<file path="config.mk">
export PLATFORM = sky130hd
export DESIGN_NAME = mpgio_top
export DESIGN_NICKNAME = d
export VERILOG_FILES = /design/src/hw/mpgio_pkg.sv /design/src/hw/mpgio_top.sv /design/src/hw/mpgio_sync.sv /design/src/hw/mpgio_pin_mux.sv
export SDC_FILE = /design/constraint.sdc
export NUM_CORES = 1
export LEC_CHECK = 0
export ABC_CLOCK_PERIOD_IN_PS = 1900
export BUFFER_PORTS_ARGS = -buffer_cell sky130_fd_sc_hd__clkbuf_2
export CAP_MARGIN = 20
export CORE_ASPECT_RATIO = 0.75
export CORE_MARGIN = 3
export CORE_UTILIZATION = 48
export CTS_CLUSTER_SIZE = 40
export DETAILED_ROUTE_END_ITERATION = 10
export GPL_TIMING_DRIVEN = 0
export PLACE_DENSITY = 0.76
export SLEW_MARGIN = 20
export SYNTH_ARGS = -nofsm -noshare
export SYNTH_HDL_FRONTEND = slang
export SYNTH_HIERARCHICAL = 1
export SYNTH_SLANG_ARGS = --single-unit
export TNS_END_PERCENT = 1
</file>
<file path="constraint.sdc">
create_clock -name sys_clk -period 1.9 [get_ports sys_clk]
set_clock_uncertainty 0.2 [all_clocks]
set_input_delay 0.095 -clock sys_clk [delete_from_list [all_inputs] [get_ports sys_clk]]
set_output_delay 0.095 -clock sys_clk [all_outputs]
set_load 0.1 [all_outputs]
</file>
<file path="src/hw/mpgio_pkg.sv">
// Purpose: constants for the three-port gpio block
// Assumes: apb word registers, byte address = 4 * printed index
// Notes:   display/peripheral/interrupt offsets are local choices
package mpgio_pkg;
    localparam int unsigned ADDR_W = 12;
    // printed register indices
    localparam logic [9:0] IDX_KEYPAD_PINS   = 10'h006;
    localparam logic [9:0] IDX_PERIPH_PINS   = 10'h007;
    localparam logic [9:0] IDX_OPTIONS       = 10'h081;
    localparam logic [9:0] IDX_KEYPAD_DIR    = 10'h086;
    localparam logic [9:0] IDX_PERIPH_DIR    = 10'h087;
    localparam logic [9:0] IDX_DISPLAY_PINS  = 10'h008;
    localparam logic [9:0] IDX_DISPLAY_DIR   = 10'h088;
    localparam logic [9:0] IDX_SEG_ENABLE    = 10'h10D;
    localparam logic [9:0] IDX_IRQ_CONTROL   = 10'h00B;
    localparam logic [9:0] IDX_PERIPH_OVR    = 10'h0C0;
    // reset values
    localparam logic [7:0] RST_OPTIONS     = 8'hFF;
    localparam logic [7:0] RST_KEYPAD_DIR  = 8'hFF;
    localparam logic [5:0] RST_PERIPH_DIR  = 6'h3F;
    localparam logic [7:0] RST_DISPLAY_DIR = 8'hFF;
    localparam logic [7:0] RST_DISPLAY_LAT = 8'h00;
    localparam logic [1:0] RST_SEG_ENABLE  = 2'h3;
    localparam logic [7:0] RST_ZERO8       = 8'h00;
    localparam logic [5:0] RST_ZERO6       = 6'h00;
    // field positions
    localparam int unsigned POS_PULLUP_DIS  = 7;
    localparam int unsigned POS_CHANGE_FLAG = 0;
    localparam int unsigned POS_EXT_IRQ_PIN = 0;
    localparam int unsigned POS_SEG_LOW     = 0;
    localparam int unsigned POS_SEG_HIGH    = 1;
    localparam int unsigned DISP_IO_PINS    = 5;
    localparam logic [7:0]  WATCH_MASK      = 8'hF0;
    localparam logic [7:0]  PROG_PIN_MASK   = 8'hC0;
    typedef enum logic [1:0] {MPG_IDLE, MPG_ACCESS} mpgio_phase_t;
endpackage

</file>
<file path="src/hw/mpgio_top.sv">
// Purpose: keypad, peripheral and display gpio ports with apb access
// Assumes: only keypad pins pass the synchroniser, peripheral and display pins sampled directly, apb slave
// Notes:   pin output enables are active low (low = driving)
`timescale 1ns/1ps
`default_nettype none
// Functional notes
// one global bit enables all keypad pull-ups
// output keypad pins lose their pull-up
// power-on reset leaves pull-ups disabled
// only pins 4-7 as inputs watched
// watched inputs compared with read latch
// change mismatch raises the wake request
// keypad data access refreshes compare latch
// mismatch keeps setting flag; read first
// software avoids polling during change detection
// pin 0 doubles as external interrupt
// pins 6,7 carry serial programming lines
// peripheral port six bits, upper read zero
// enabled peripheral overrides pin direction
// avoid read-modify-write on overridden direction
// peripheral pins shared with timer, ccp, serial
// display low five bidirectional, upper input-only
// display direction applies pins 0-4, digital only
// power-on reset selects lcd drivers everywhere
// set segment-enable keeps pins as lcd
// keypad ttl, others schmitt buffers
// direction set means input, clear drives
// data read returns pins, write sets latch
// watched inputs synchronised before comparison
// display pins 5-7 never driven digitally
module mpgio_top
    import mpgio_pkg::*;
(
    input  wire logic              sys_clk,
    input  wire logic              rst_b,
    input  wire logic              psel,
    input  wire logic              penable,
    input  wire logic              pwrite,
    input  wire logic [ADDR_W-1:0] paddr,
    input  wire logic [31:0]       pwdata,
    output logic                   pready,
    output logic [31:0]            prdata,
    output logic                   pslverr,
    input  wire logic [7:0]        keypadPortIn,
    output logic [7:0]             keypadPortOut,
    output logic [7:0]             keypadPortOe_b,
    output logic [7:0]             keypadPullupEn,
    output logic [7:0]             keypadSchmittEn,
    input  wire logic              extIrqEnable,
    input  wire logic              serialProgMode,
    output logic                   externalIrqPin,
    output logic                   portChangeWake,
    input  wire logic [5:0]        peripheralPortIn,
    output logic [5:0]             peripheralPortOut,
    output logic [5:0]             peripheralPortOe_b,
    input  wire logic [5:0]        periphOutData,
    output logic [5:0]             periphInData,
    input  wire logic [7:0]        displayPortIn,
    output logic [7:0]             displayPortOut,
    output logic [7:0]             displayPortOe_b,
    output logic [7:0]             displayLcdSel
);
    typedef struct packed {
        mpgio_phase_t phase;
        logic         ready;
        logic [31:0]  rdata;
        logic         slverr;
        logic [7:0]   kpLatch;
        logic [7:0]   kpDir;
        logic [7:0]   options;
        logic [7:0]   kpCompare;
        logic         changeFlag;
        logic [5:0]   pcLatch;
        logic [5:0]   pcDir;
        logic [5:0]   pcOvrEn;
        logic [5:0]   pcOvrDir;
        logic [7:0]   pdLatch;
        logic [7:0]   pdDir;
        logic [1:0]   segEn;
        logic [7:0]   kpOut;
        logic [7:0]   kpOe_b;
        logic [7:0]   kpPull;
        logic [7:0]   kpSchmitt;
        logic         extIrq;
        logic         wake;
        logic [5:0]   pcOut;
        logic [5:0]   pcOe_b;
        logic [5:0]   pcIn;
        logic [7:0]   pdOut;
        logic [7:0]   pdOe_b;
        logic [7:0]   pdLcd;
    } mpgio_state_t;

    mpgio_state_t st;
    mpgio_state_t next_st;
    logic [7:0]   kpSync;
    logic [7:0]   kpPullDec;
    logic [5:0]   pcEffDir;
    logic [7:0]   pdLcdDec;
    logic [7:0]   pdEffDir;
    logic [7:0]   mismatch;
    logic         accessEdge;
    logic         wrEdge;
    logic         rdEdge;
    logic [9:0]   regIdx;

    function automatic logic hitIdx(input logic [9:0] idx,
                                    input logic [9:0] want);
        hitIdx = (idx == want);
    endfunction

    mpgio_sync #(.W(8)) u_kp_sync (
        .sys_clk (sys_clk),
        .rst_b   (rst_b),
        .asyncIn (keypadPortIn),
        .syncOut (kpSync)
    );

    mpgio_pin_mux u_mux (
        .keypadDir     (st.kpDir),
        .pullupDisable (st.options[POS_PULLUP_DIS]),
        .periphDir     (st.pcDir),
        .periphOvrEn   (st.pcOvrEn),
        .periphOvrDir  (st.pcOvrDir),
        .displayDir    (st.pdDir),
        .segEnable     (st.segEn),
        .keypadPullup  (kpPullDec),
        .periphEffDir  (pcEffDir),
        .displayLcd    (pdLcdDec),
        .displayEffDir (pdEffDir)
    );

    assign regIdx     = paddr[ADDR_W-1:2];
    assign accessEdge = psel && penable && st.ready;
    assign wrEdge     = accessEdge && pwrite;
    assign rdEdge     = accessEdge && !pwrite;
    // watched input pins that differ from the latched copy
    assign mismatch   = (kpSync ^ st.kpCompare) & st.kpDir & WATCH_MASK;

    always_comb begin
        next_st = st;
        // apb: no wait state, answer in the first access cycle
        unique case (st.phase)
            MPG_IDLE: begin
                next_st.ready = 1'b0;
                if (psel && !penable) begin
                    next_st.phase = MPG_ACCESS;
                    next_st.ready = 1'b1;
                end
            end
            MPG_ACCESS: begin
                next_st.phase = MPG_IDLE;
                next_st.ready = 1'b0;
            end
        endcase
        next_st.rdata  = '0;
        next_st.slverr = 1'b0;
        if (psel && !penable) begin
            unique case (1'b1)
                hitIdx(regIdx, IDX_KEYPAD_PINS):
                    next_st.rdata[7:0] = kpSync;
                hitIdx(regIdx, IDX_PERIPH_PINS):
                    next_st.rdata[5:0] = peripheralPortIn;
                hitIdx(regIdx, IDX_DISPLAY_PINS):
                    next_st.rdata[7:0] = displayPortIn;
                hitIdx(regIdx, IDX_OPTIONS):
                    next_st.rdata[7:0] = st.options;
                hitIdx(regIdx, IDX_KEYPAD_DIR):
                    next_st.rdata[7:0] = st.kpDir;
                hitIdx(regIdx, IDX_PERIPH_DIR):
                    next_st.rdata[5:0] = pcEffDir;
                hitIdx(regIdx, IDX_DISPLAY_DIR):
                    next_st.rdata[7:0] = st.pdDir;
                hitIdx(regIdx, IDX_SEG_ENABLE):
                    next_st.rdata[1:0] = st.segEn;
                hitIdx(regIdx, IDX_IRQ_CONTROL):
                    next_st.rdata[POS_CHANGE_FLAG] = st.changeFlag;
                hitIdx(regIdx, IDX_PERIPH_OVR):
                    next_st.rdata[11:0] = {st.pcOvrDir, st.pcOvrEn};
                default:
                    next_st.slverr = 1'b1;
            endcase
        end else if (st.phase == MPG_ACCESS) begin
            next_st.rdata  = st.rdata;
            next_st.slverr = st.slverr;
        end
        if (wrEdge) begin
            unique case (1'b1)
                hitIdx(regIdx, IDX_KEYPAD_PINS):
                    next_st.kpLatch = pwdata[7:0];
                hitIdx(regIdx, IDX_PERIPH_PINS):
                    next_st.pcLatch = pwdata[5:0];
                hitIdx(regIdx, IDX_DISPLAY_PINS):
                    next_st.pdLatch = pwdata[7:0];
                hitIdx(regIdx, IDX_OPTIONS):
                    next_st.options = pwdata[7:0];
                hitIdx(regIdx, IDX_KEYPAD_DIR):
                    next_st.kpDir = pwdata[7:0];
                hitIdx(regIdx, IDX_PERIPH_DIR):
                    next_st.pcDir = pwdata[5:0];
                hitIdx(regIdx, IDX_DISPLAY_DIR):
                    next_st.pdDir = pwdata[7:0];
                hitIdx(regIdx, IDX_SEG_ENABLE):
                    next_st.segEn = pwdata[1:0];
                hitIdx(regIdx, IDX_IRQ_CONTROL):
                    if (!pwdata[POS_CHANGE_FLAG]) begin
                        next_st.changeFlag = 1'b0;
                    end
                hitIdx(regIdx, IDX_PERIPH_OVR): begin
                    next_st.pcOvrEn  = pwdata[5:0];
                    next_st.pcOvrDir = pwdata[11:6];
                end
                default: begin
                end
            endcase
        end
        // any keypad data access ends the mismatch
        if (accessEdge && hitIdx(regIdx, IDX_KEYPAD_PINS)) begin
            next_st.kpCompare = kpSync;
        end
        // set beats clear while mismatch persists
        if (|mismatch) begin
            next_st.changeFlag = 1'b1;
        end
        next_st.wake      = |mismatch;
        next_st.kpOut     = st.kpLatch;
        next_st.kpOe_b    = st.kpDir;
        next_st.kpPull    = kpPullDec;
        next_st.kpSchmitt = {serialProgMode, serialProgMode, 5'h00,
                             extIrqEnable};
        next_st.extIrq    = kpSync[POS_EXT_IRQ_PIN];
        // peripheral drives its own data when it overrides
        for (int i = 0; i < 6; i++) begin
            next_st.pcOut[i] = st.pcOvrEn[i] ? periphOutData[i]
                                             : st.pcLatch[i];
        end
        next_st.pcOe_b = pcEffDir;
        next_st.pcIn   = peripheralPortIn;
        next_st.pdOut  = st.pdLatch;
        next_st.pdOe_b = pdEffDir;
        next_st.pdLcd  = pdLcdDec;
    end

    always_ff @(posedge sys_clk or negedge rst_b) begin
        if (!rst_b) begin
            st            <= '0;
            st.phase      <= MPG_IDLE;
            st.options    <= RST_OPTIONS;
            st.kpDir      <= RST_KEYPAD_DIR;
            st.kpOe_b     <= RST_KEYPAD_DIR;
            st.kpPull     <= RST_ZERO8;
            st.pcDir      <= RST_PERIPH_DIR;
            st.pcOe_b     <= RST_PERIPH_DIR;
            st.pdDir      <= RST_DISPLAY_DIR;
            st.pdOe_b     <= RST_DISPLAY_DIR;
            st.pdLatch    <= RST_DISPLAY_LAT;
            st.segEn      <= RST_SEG_ENABLE;
            st.pdLcd      <= RST_DISPLAY_DIR;
        end else begin
            st <= next_st;
        end
    end

    assign pready             = st.ready;
    assign prdata             = st.rdata;
    assign pslverr            = st.slverr;
    assign keypadPortOut      = st.kpOut;
    assign keypadPortOe_b     = st.kpOe_b;
    assign keypadPullupEn     = st.kpPull;
    assign keypadSchmittEn    = st.kpSchmitt;
    assign externalIrqPin     = st.extIrq;
    assign portChangeWake     = st.wake;
    assign peripheralPortOut  = st.pcOut;
    assign peripheralPortOe_b = st.pcOe_b;
    assign periphInData       = st.pcIn;
    assign displayPortOut     = st.pdOut;
    assign displayPortOe_b    = st.pdOe_b;
    assign displayLcdSel      = st.pdLcd;

    property p_pullup_off_output;
        @(posedge sys_clk) disable iff (!rst_b)
        (st.kpDir != RST_KEYPAD_DIR)
            |=> (keypadPullupEn & ~$past(st.kpDir)) == RST_ZERO8;
    endproperty
    a_pullup_off_output: assert property (p_pullup_off_output)
        else $error("pull-up on while pin is output");

    property p_pullup_global;
        @(posedge sys_clk) disable iff (!rst_b)
        (st.options[POS_PULLUP_DIS] && $stable(st.options))
            |=> keypadPullupEn == RST_ZERO8;
    endproperty
    a_pullup_global: assert property (p_pullup_global)
        else $error("pull-up on while globally disabled");

    property p_mismatch_sets;
        @(posedge sys_clk) disable iff (!rst_b)
        (|mismatch) |=> st.changeFlag;
    endproperty
    a_mismatch_sets: assert property (p_mismatch_sets)
        else $error("mismatch did not set change flag");

    property p_output_excluded;
        @(posedge sys_clk) disable iff (!rst_b)
        (st.kpDir[7:4] == 4'h0) |-> !(|mismatch);
    endproperty
    a_output_excluded: assert property (p_output_excluded)
        else $error("output pin took part in change compare");

    property p_refresh;
        @(posedge sys_clk) disable iff (!rst_b)
        (accessEdge && hitIdx(regIdx, IDX_KEYPAD_PINS))
            |=> st.kpCompare == $past(kpSync);
    endproperty
    a_refresh: assert property (p_refresh)
        else $error("compare latch not refreshed");

    property p_wake;
        @(posedge sys_clk) disable iff (!rst_b)
        (|mismatch) |=> portChangeWake;
    endproperty
    a_wake: assert property (p_wake)
        else $error("no wake on mismatch");

    property p_display_high_in;
        @(posedge sys_clk) disable iff (!rst_b)
        ##1 displayPortOe_b[7:5] == 3'h7;
    endproperty
    a_display_high_in: assert property (p_display_high_in)
        else $error("display upper pins driven");

    property p_segment_blocks;
        @(posedge sys_clk) disable iff (!rst_b)
        (st.segEn[POS_SEG_LOW] && $stable(st.segEn))
            |=> displayPortOe_b[4:0] == 5'h1F;
    endproperty
    a_segment_blocks: assert property (p_segment_blocks)
        else $error("lcd pin driven digitally");

    property p_periph_zero;
        @(posedge sys_clk) disable iff (!rst_b)
        (pready && !pwrite && psel && penable) |-> prdata[31:12] == 20'h0;
    endproperty
    a_periph_zero: assert property (p_periph_zero)
        else $error("upper read data not zero");

    c_flag: cover property (@(posedge sys_clk) st.changeFlag);
    c_wake: cover property (@(posedge sys_clk) portChangeWake);
    c_write: cover property (@(posedge sys_clk) wrEdge);
    c_err: cover property (@(posedge sys_clk) pslverr && pready);
endmodule
`default_nettype wire

</file>
<file path="src/hw/mpgio_sync.sv">
// Purpose: two-flop synchroniser for a pin vector
// Assumes: one clock, asynchronous active-low reset
// Notes:   first stage is read only by the second stage
`timescale 1ns/1ps
`default_nettype none
module mpgio_sync
    import mpgio_pkg::*;
#(
    parameter int unsigned W = 8
) (
    input  wire logic         sys_clk,
    input  wire logic         rst_b,
    input  wire logic [W-1:0] asyncIn,
    output var  logic [W-1:0] syncOut
);
    typedef struct packed {
        logic [W-1:0] meta;
        logic [W-1:0] stable;
    } mpgio_sync_t;
    mpgio_sync_t st;
    mpgio_sync_t next_st;
    always_comb begin
        next_st.meta   = asyncIn;
        next_st.stable = st.meta;
    end
    always_ff @(posedge sys_clk or negedge rst_b) begin
        if (!rst_b) begin
            st <= '0;
        end else begin
            st <= next_st;
        end
    end
    assign syncOut = st.stable;
endmodule
`default_nettype wire

</file>
<file path="src/hw/mpgio_pin_mux.sv">
// Purpose: drive-enable and pull-up decode per pin group
// Assumes: direction bit high means input
// Notes:   purely combinational
`timescale 1ns/1ps
`default_nettype none
module mpgio_pin_mux
    import mpgio_pkg::*;
(
    input  wire logic [7:0] keypadDir,
    input  wire logic       pullupDisable,
    input  wire logic [5:0] periphDir,
    input  wire logic [5:0] periphOvrEn,
    input  wire logic [5:0] periphOvrDir,
    input  wire logic [7:0] displayDir,
    input  wire logic [1:0] segEnable,
    output var  logic [7:0] keypadPullup,
    output var  logic [5:0] periphEffDir,
    output var  logic [7:0] displayLcd,
    output var  logic [7:0] displayEffDir
);
    genvar i;
    generate
        for (i = 0; i < 8; i++) begin : g_kp
            // pull-up only on input pins while globally enabled
            assign keypadPullup[i] = !pullupDisable && keypadDir[i];
        end
        for (i = 0; i < 6; i++) begin : g_pc
            // enabled peripheral overrides the direction bit
            assign periphEffDir[i] = periphOvrEn[i] ? periphOvrDir[i]
                                                    : periphDir[i];
        end
        for (i = 0; i < 8; i++) begin : g_pd
            if (i < DISP_IO_PINS) begin : g_io
                assign displayLcd[i] = segEnable[POS_SEG_LOW];
                assign displayEffDir[i] = displayLcd[i] | displayDir[i];
            end else begin : g_in
                assign displayLcd[i] = segEnable[POS_SEG_HIGH];
                assign displayEffDir[i] = 1'b1;
            end
        end
    endgenerate
endmodule
`default_nettype wire

</file>
* Word-level counts from Yosys, hierarchy flattened *
Index checks and enable logic that the tools add are counted.

word-level totals
  register bits after elaboration = 192
  input port bits = 79
  word-level logic and storage cells = 114

operators by class
  equal/unequal tests = 14
  muxes and demuxes = 33
  bitwise logic cells = 7
  reductions and logical operators = 30

operators by type and width
  operator                                                                count
  10-bit by 8-bit equality test with 1-bit output, second input constant  5
  43-bit 2-to-1 mux                                                       1
  33-bit 2-to-1 mux                                                       1
  4-bit case mux with 8 select lines                                      1
  10-bit by 3-bit equality test with 1-bit output, second input constant  2
  10-bit by 4-bit equality test with 1-bit output, second input constant  2
  20-bit 2-to-1 mux                                                       1
  2-bit AND reduction                                                     9
  1-bit 2-to-1 mux                                                        16
  8-bit 2-to-1 mux                                                        2
  1-bit logical AND                                                       13
  13-bit 2-to-1 mux                                                       1
  12-bit 2-to-1 mux                                                       1
  6-bit 2-to-1 mux                                                        2
  2-bit case mux with 6 select lines                                      1
  10-bit by 9-bit equality test with 1-bit output, second input constant  1
  1-bit case mux with 10 select lines                                     1
  10-bit OR reduction                                                     1
  1-bit case mux with 9 select lines                                      1
  8-bit bitwise AND                                                       1
  8-bit bitwise XOR                                                       1
  3-bit case mux with 2 select lines                                      1
  1-bit OR                                                                5
  4-bit 2-to-1 mux                                                        1
  other kinds (10)                                                        13

* Logic depth before layout (Yosys ltp) *
  word-level depth = 5
  mapped depth = 7
  mapped depth without buffers = 5

* Hierarchy *
Netlist, hierarchy kept.

by module, submodules not included
  module         times used  cells each  area an instance (um^2)
  mpgio_top      1           520         6867.8
  mpgio_sync     1           16          400.4
  mpgio_pin_mux  1           31          257.7

* Worst setup path after synthesis *
No wires, ideal clock.

  path kind = reg-to-reg
  from = register st, in the netlist pready
  to = register st[100] (netlist name)
  library setup time = 0.128 ns
  data arrival time = 2.110 ns
  required time = 1.572 ns
  slack = -0.537 ns
  cell stages (with the launch flop) = 7
  buffers on the path = 2
  period minus slack after synthesis = 2.437 ns
  path through = dfrtp_1 > and3_1 > and2_1 > clkbuf_1 > nand3_1 > buf_4 > mux2_1

on the way
  cells in the longest elaborated chain, start to end = 3

RTL lines
  item                           line              text
  start, declared                mpgio_top.sv:94   mpgio_state_t st;
  start signal, assigned         mpgio_top.sv:260  st <= next_st;
  1-bit logical AND              mpgio_top.sv:134  assign accessEdge = psel && penable && st.ready;
  1-bit logical AND              mpgio_top.sv:135  assign wrEdge = accessEdge && pwrite;
  2-bit AND reduction (no line)  -

Every way passes these cells.
A chain may end at the register's enable or synchronous reset.

==> results.toml <==
[grt]
grt_pass1_vias = 5099
grt_pass1_wl_um = 29000
track_usage_pct = 22.7
grt_max_degree = 88
antenna_found_initial = 1
grt.overflow.total = 0

[floorplanning]
coreArea_mm2 = 0.0149
top_level_ports = 189
rows = 38
die_h_um = 114
die_w_um = 151
dieArea_mm2 = 0.0172
start_util_pct = 50.6

[drt]
vias = 5018
firstDrtPassIters = 5
wirelength_um = 19000
ant_nets = 0
drtIter0Drc = 353
drc = 0
drt-vias-per-instance = 4.98
drt-wirelength-per-cell_um = 18.9

[yosys]
synth_top_area_share_pct = 36.6
synthCells = 567
seq_area_frac_synth_pct = 58.2
synth_area_leaders = "dfrtp_1, dfstp_2, buf_4"
synthesis.area_mm2 = 0.00753
yosysTopAreaCell = "dfrtp_1"
dominantRegCellSynth = "dfrtp_1"
yosysWarnings = 6
synth-edff-count = 0
avgSynthCellArea_um2 = 13.3
synth_common_cells = "buf_4, dfrtp_1, mux2_2, dfstp_2, nand2_1"
post-synth-top-count-cell = "buf_4"
synthArstFlopShare_pct = 100
ys_types = 61
synth_seq_cells = 172

[timing]
rsz0062_at_grt = "yes"
fmax_mhz = 534
worst_slack_ns = 0.0270
relSlewSlack_pct = 44.0
fin_crit_sh_pct = 98.6
finalSetupViolCount = 0
finalCriticalPeriod_ns = 1.87
maxSlewViolCount = 0
hold_viol = 0
tightest_slew_ns = 0.834

[setup_path]
cp_max_fo = 4
worstPathCellList = "mux2_4 > a22o_1 > a221oi_1 > a22oi_1"
crit_path_max_incr_delay_ns = 0.45
worstPathRequired_ns = 1.98
start_kind = "register"
crit_path_top_delay_cell = "a221oi_1"
ff2ff_path_depth = 4
crit_arrival_ns = 1.95
cp-end-kind = "register"
path_class = "register to register"

[layout]
n_fill_cell = 1104
area_growth_pct = 29.3
antennaDiodeCount = 0
drive_gt1_share_pct = 58.7
nets = 873
utilization_pct = 65.4

[hold_path]
min_path_type = "input port to register"
holdPathStages = 4

[outcome]
outcome = "finished clean"

[clock_network]
cts_buffers = 17
cts_tree = "built"
htreeDepth = 4
clkTransAtPathRegs_ns = 0.06
clk_latency_ns = 0.42
cts_setup_buffers = 0
cts_root_buf = "clkbuf_16"
cts_sinks = 172
cts_buffer_depth = 2

[flow_run]
drv_cap = 0

[placement]
port_buffers = 140
place_ws_ns = -0.678
dp_hpwl_um = 13400
gp_congestion = 0.863

[power_and_ir_drop]
p_total_w = 0.00786
powerDensity_mw_per_mm2 = 808
max-vdd-ir-drop_uv = 735
p_leak_nw = 4.89
## through the flow
| stage | instances | hold slack (ns) | area (µm²) | TNS, ns |
|---|---|---|---|---|
| after floorplan | 593 | -0.401 | 7700 | -1.03 |
| after global placement | 933 | 0.00344 | 8650 | -348.84 |
| after detailed placement | 934 | -0.0119 | 8690 | -24.05 |
| after CTS | 1007 | 0.0168 | 9710 | -0.00180 |
| after global routing | 1007 | 0.0205 | 9730 | -0.0811 |
| final | 1007 | 0.0441 | 9730 | 0 |
## registers in the layout, indices dropped and copies added (netlist names)
signal,flops
displayPortOut,8
pready,1
keypadPullupEn,8
externalIrqPin,1
portChangeWake,1
keypadPortOe_b,8
keypadSchmittEn,2
next_st,24
st,48
displayPortOe_b,8
peripheralPortOut,6
displayLcdSel,8
u_kp_sync/next_st,8
peripheralPortOe_b,6
u_kp_sync/syncOut,8
keypadPortOut,8
periphInData,6
prdata,12
pslverr,1
## layout make-up
type                       instances  area (µm²)  area share [%]
buffer                           136        1010            10.3
clock buffer                      21         460            4.73
clock inverter                    11         108            1.11
multi-input combinational        285        2380            24.4
sequential                       172        4390            45.1
tap                              200         250            2.57
timing repair buffer             182        1150            11.8
## cell families after synthesis
family                 after synthesis  synth area share [%]
XOR/XNOR                             4                 0.465
AND/OR/NAND/NOR                    113                  9.63
flip-flops                         172                  58.2
AO/OA/AOI/OAI                       51                  5.12
buffers and inverters              136                  12.9
other                                2                0.0998
multiplexers                        89                  13.5
## layer usage
layer / vias up / wire length (µm) / GRT usage, %
met5: - / 0 / 0
met4: 0 / 341 / 6.70
met3: 27 / 1220 / 5.18
met2: 205 / 8800 / 35.4
met1: 2492 / 8630 / 32.0
li1: 2294 / - / -
## power by group
part           switching [W]  internal, W
registers          0.0000191      0.00371
clock network        0.00142      0.00189
logic               0.000600     0.000216
total                0.00204      0.00582
## path summary, 6_finish.rpt
path | slack [ns] | from | endpoint
setup / recovery | 0.03 | st[102] | prdata[2]
hold / removal | 0.04 | displayPortIn[3] | prdata[3]
setup reg to reg | 0.03 | st[102] | prdata[2]
hold reg to reg | 0.15 | u_kp_sync/next_st[4] | u_kp_sync/syncOut[4]
max in group asynchronous | 0.54 | rst_b | pready
min in group asynchronous | 0.08 | rst_b | displayPortOut[0]
## worst max-delay path: cells and delay by family, from the launching register on
kind           cells  cell delay, ns
AO/OA/AOI/OAI      3            0.78
flip-flops         1            0.43
multiplexers       1            0.34
## layout by cell type (no fill, tap or decap), types with 3 or more instances in the layout
cell           instances
dlygate4sd3_1         41
nor4_4                 3
dfstp_2               62
a32o_1                 4
xor2_1                 4
buf_4                121
o21ai_0                5
nand2_2                3
mux2i_1                5
nor2_1                 5
clkbuf_2             141
mux2_2                65
nand4_1                8
mux2_4                14
o21ai_1                5
clkbuf_16             17
a22oi_1               11
inv_6                  3
nor3b_1                5
nand3_1               14
and3_1                 3
clkinv_2               3
or2_1                  5
and3_4                 3
nand2_1               24
nor2b_1               11
conb_1                28
dfrtp_1              108
clkbuf_1               6
mux2_1                 5
o22ai_1                5
clkbuf_8               4
nand2b_1               3
buf_2                  5
## repair_timing
| item | in CTS | in global routing |
|---|---|---|
| hold endpoints to repair | 177 | 0 |
| endpoints found under the setup margin | 30 | 17 |
| pin swaps | 1 | 1 |
| hold buffers | 41 | 0 |
| resized for setup | 12 | 7 |
Note: power is estimated with default switching activity, not from simulation.
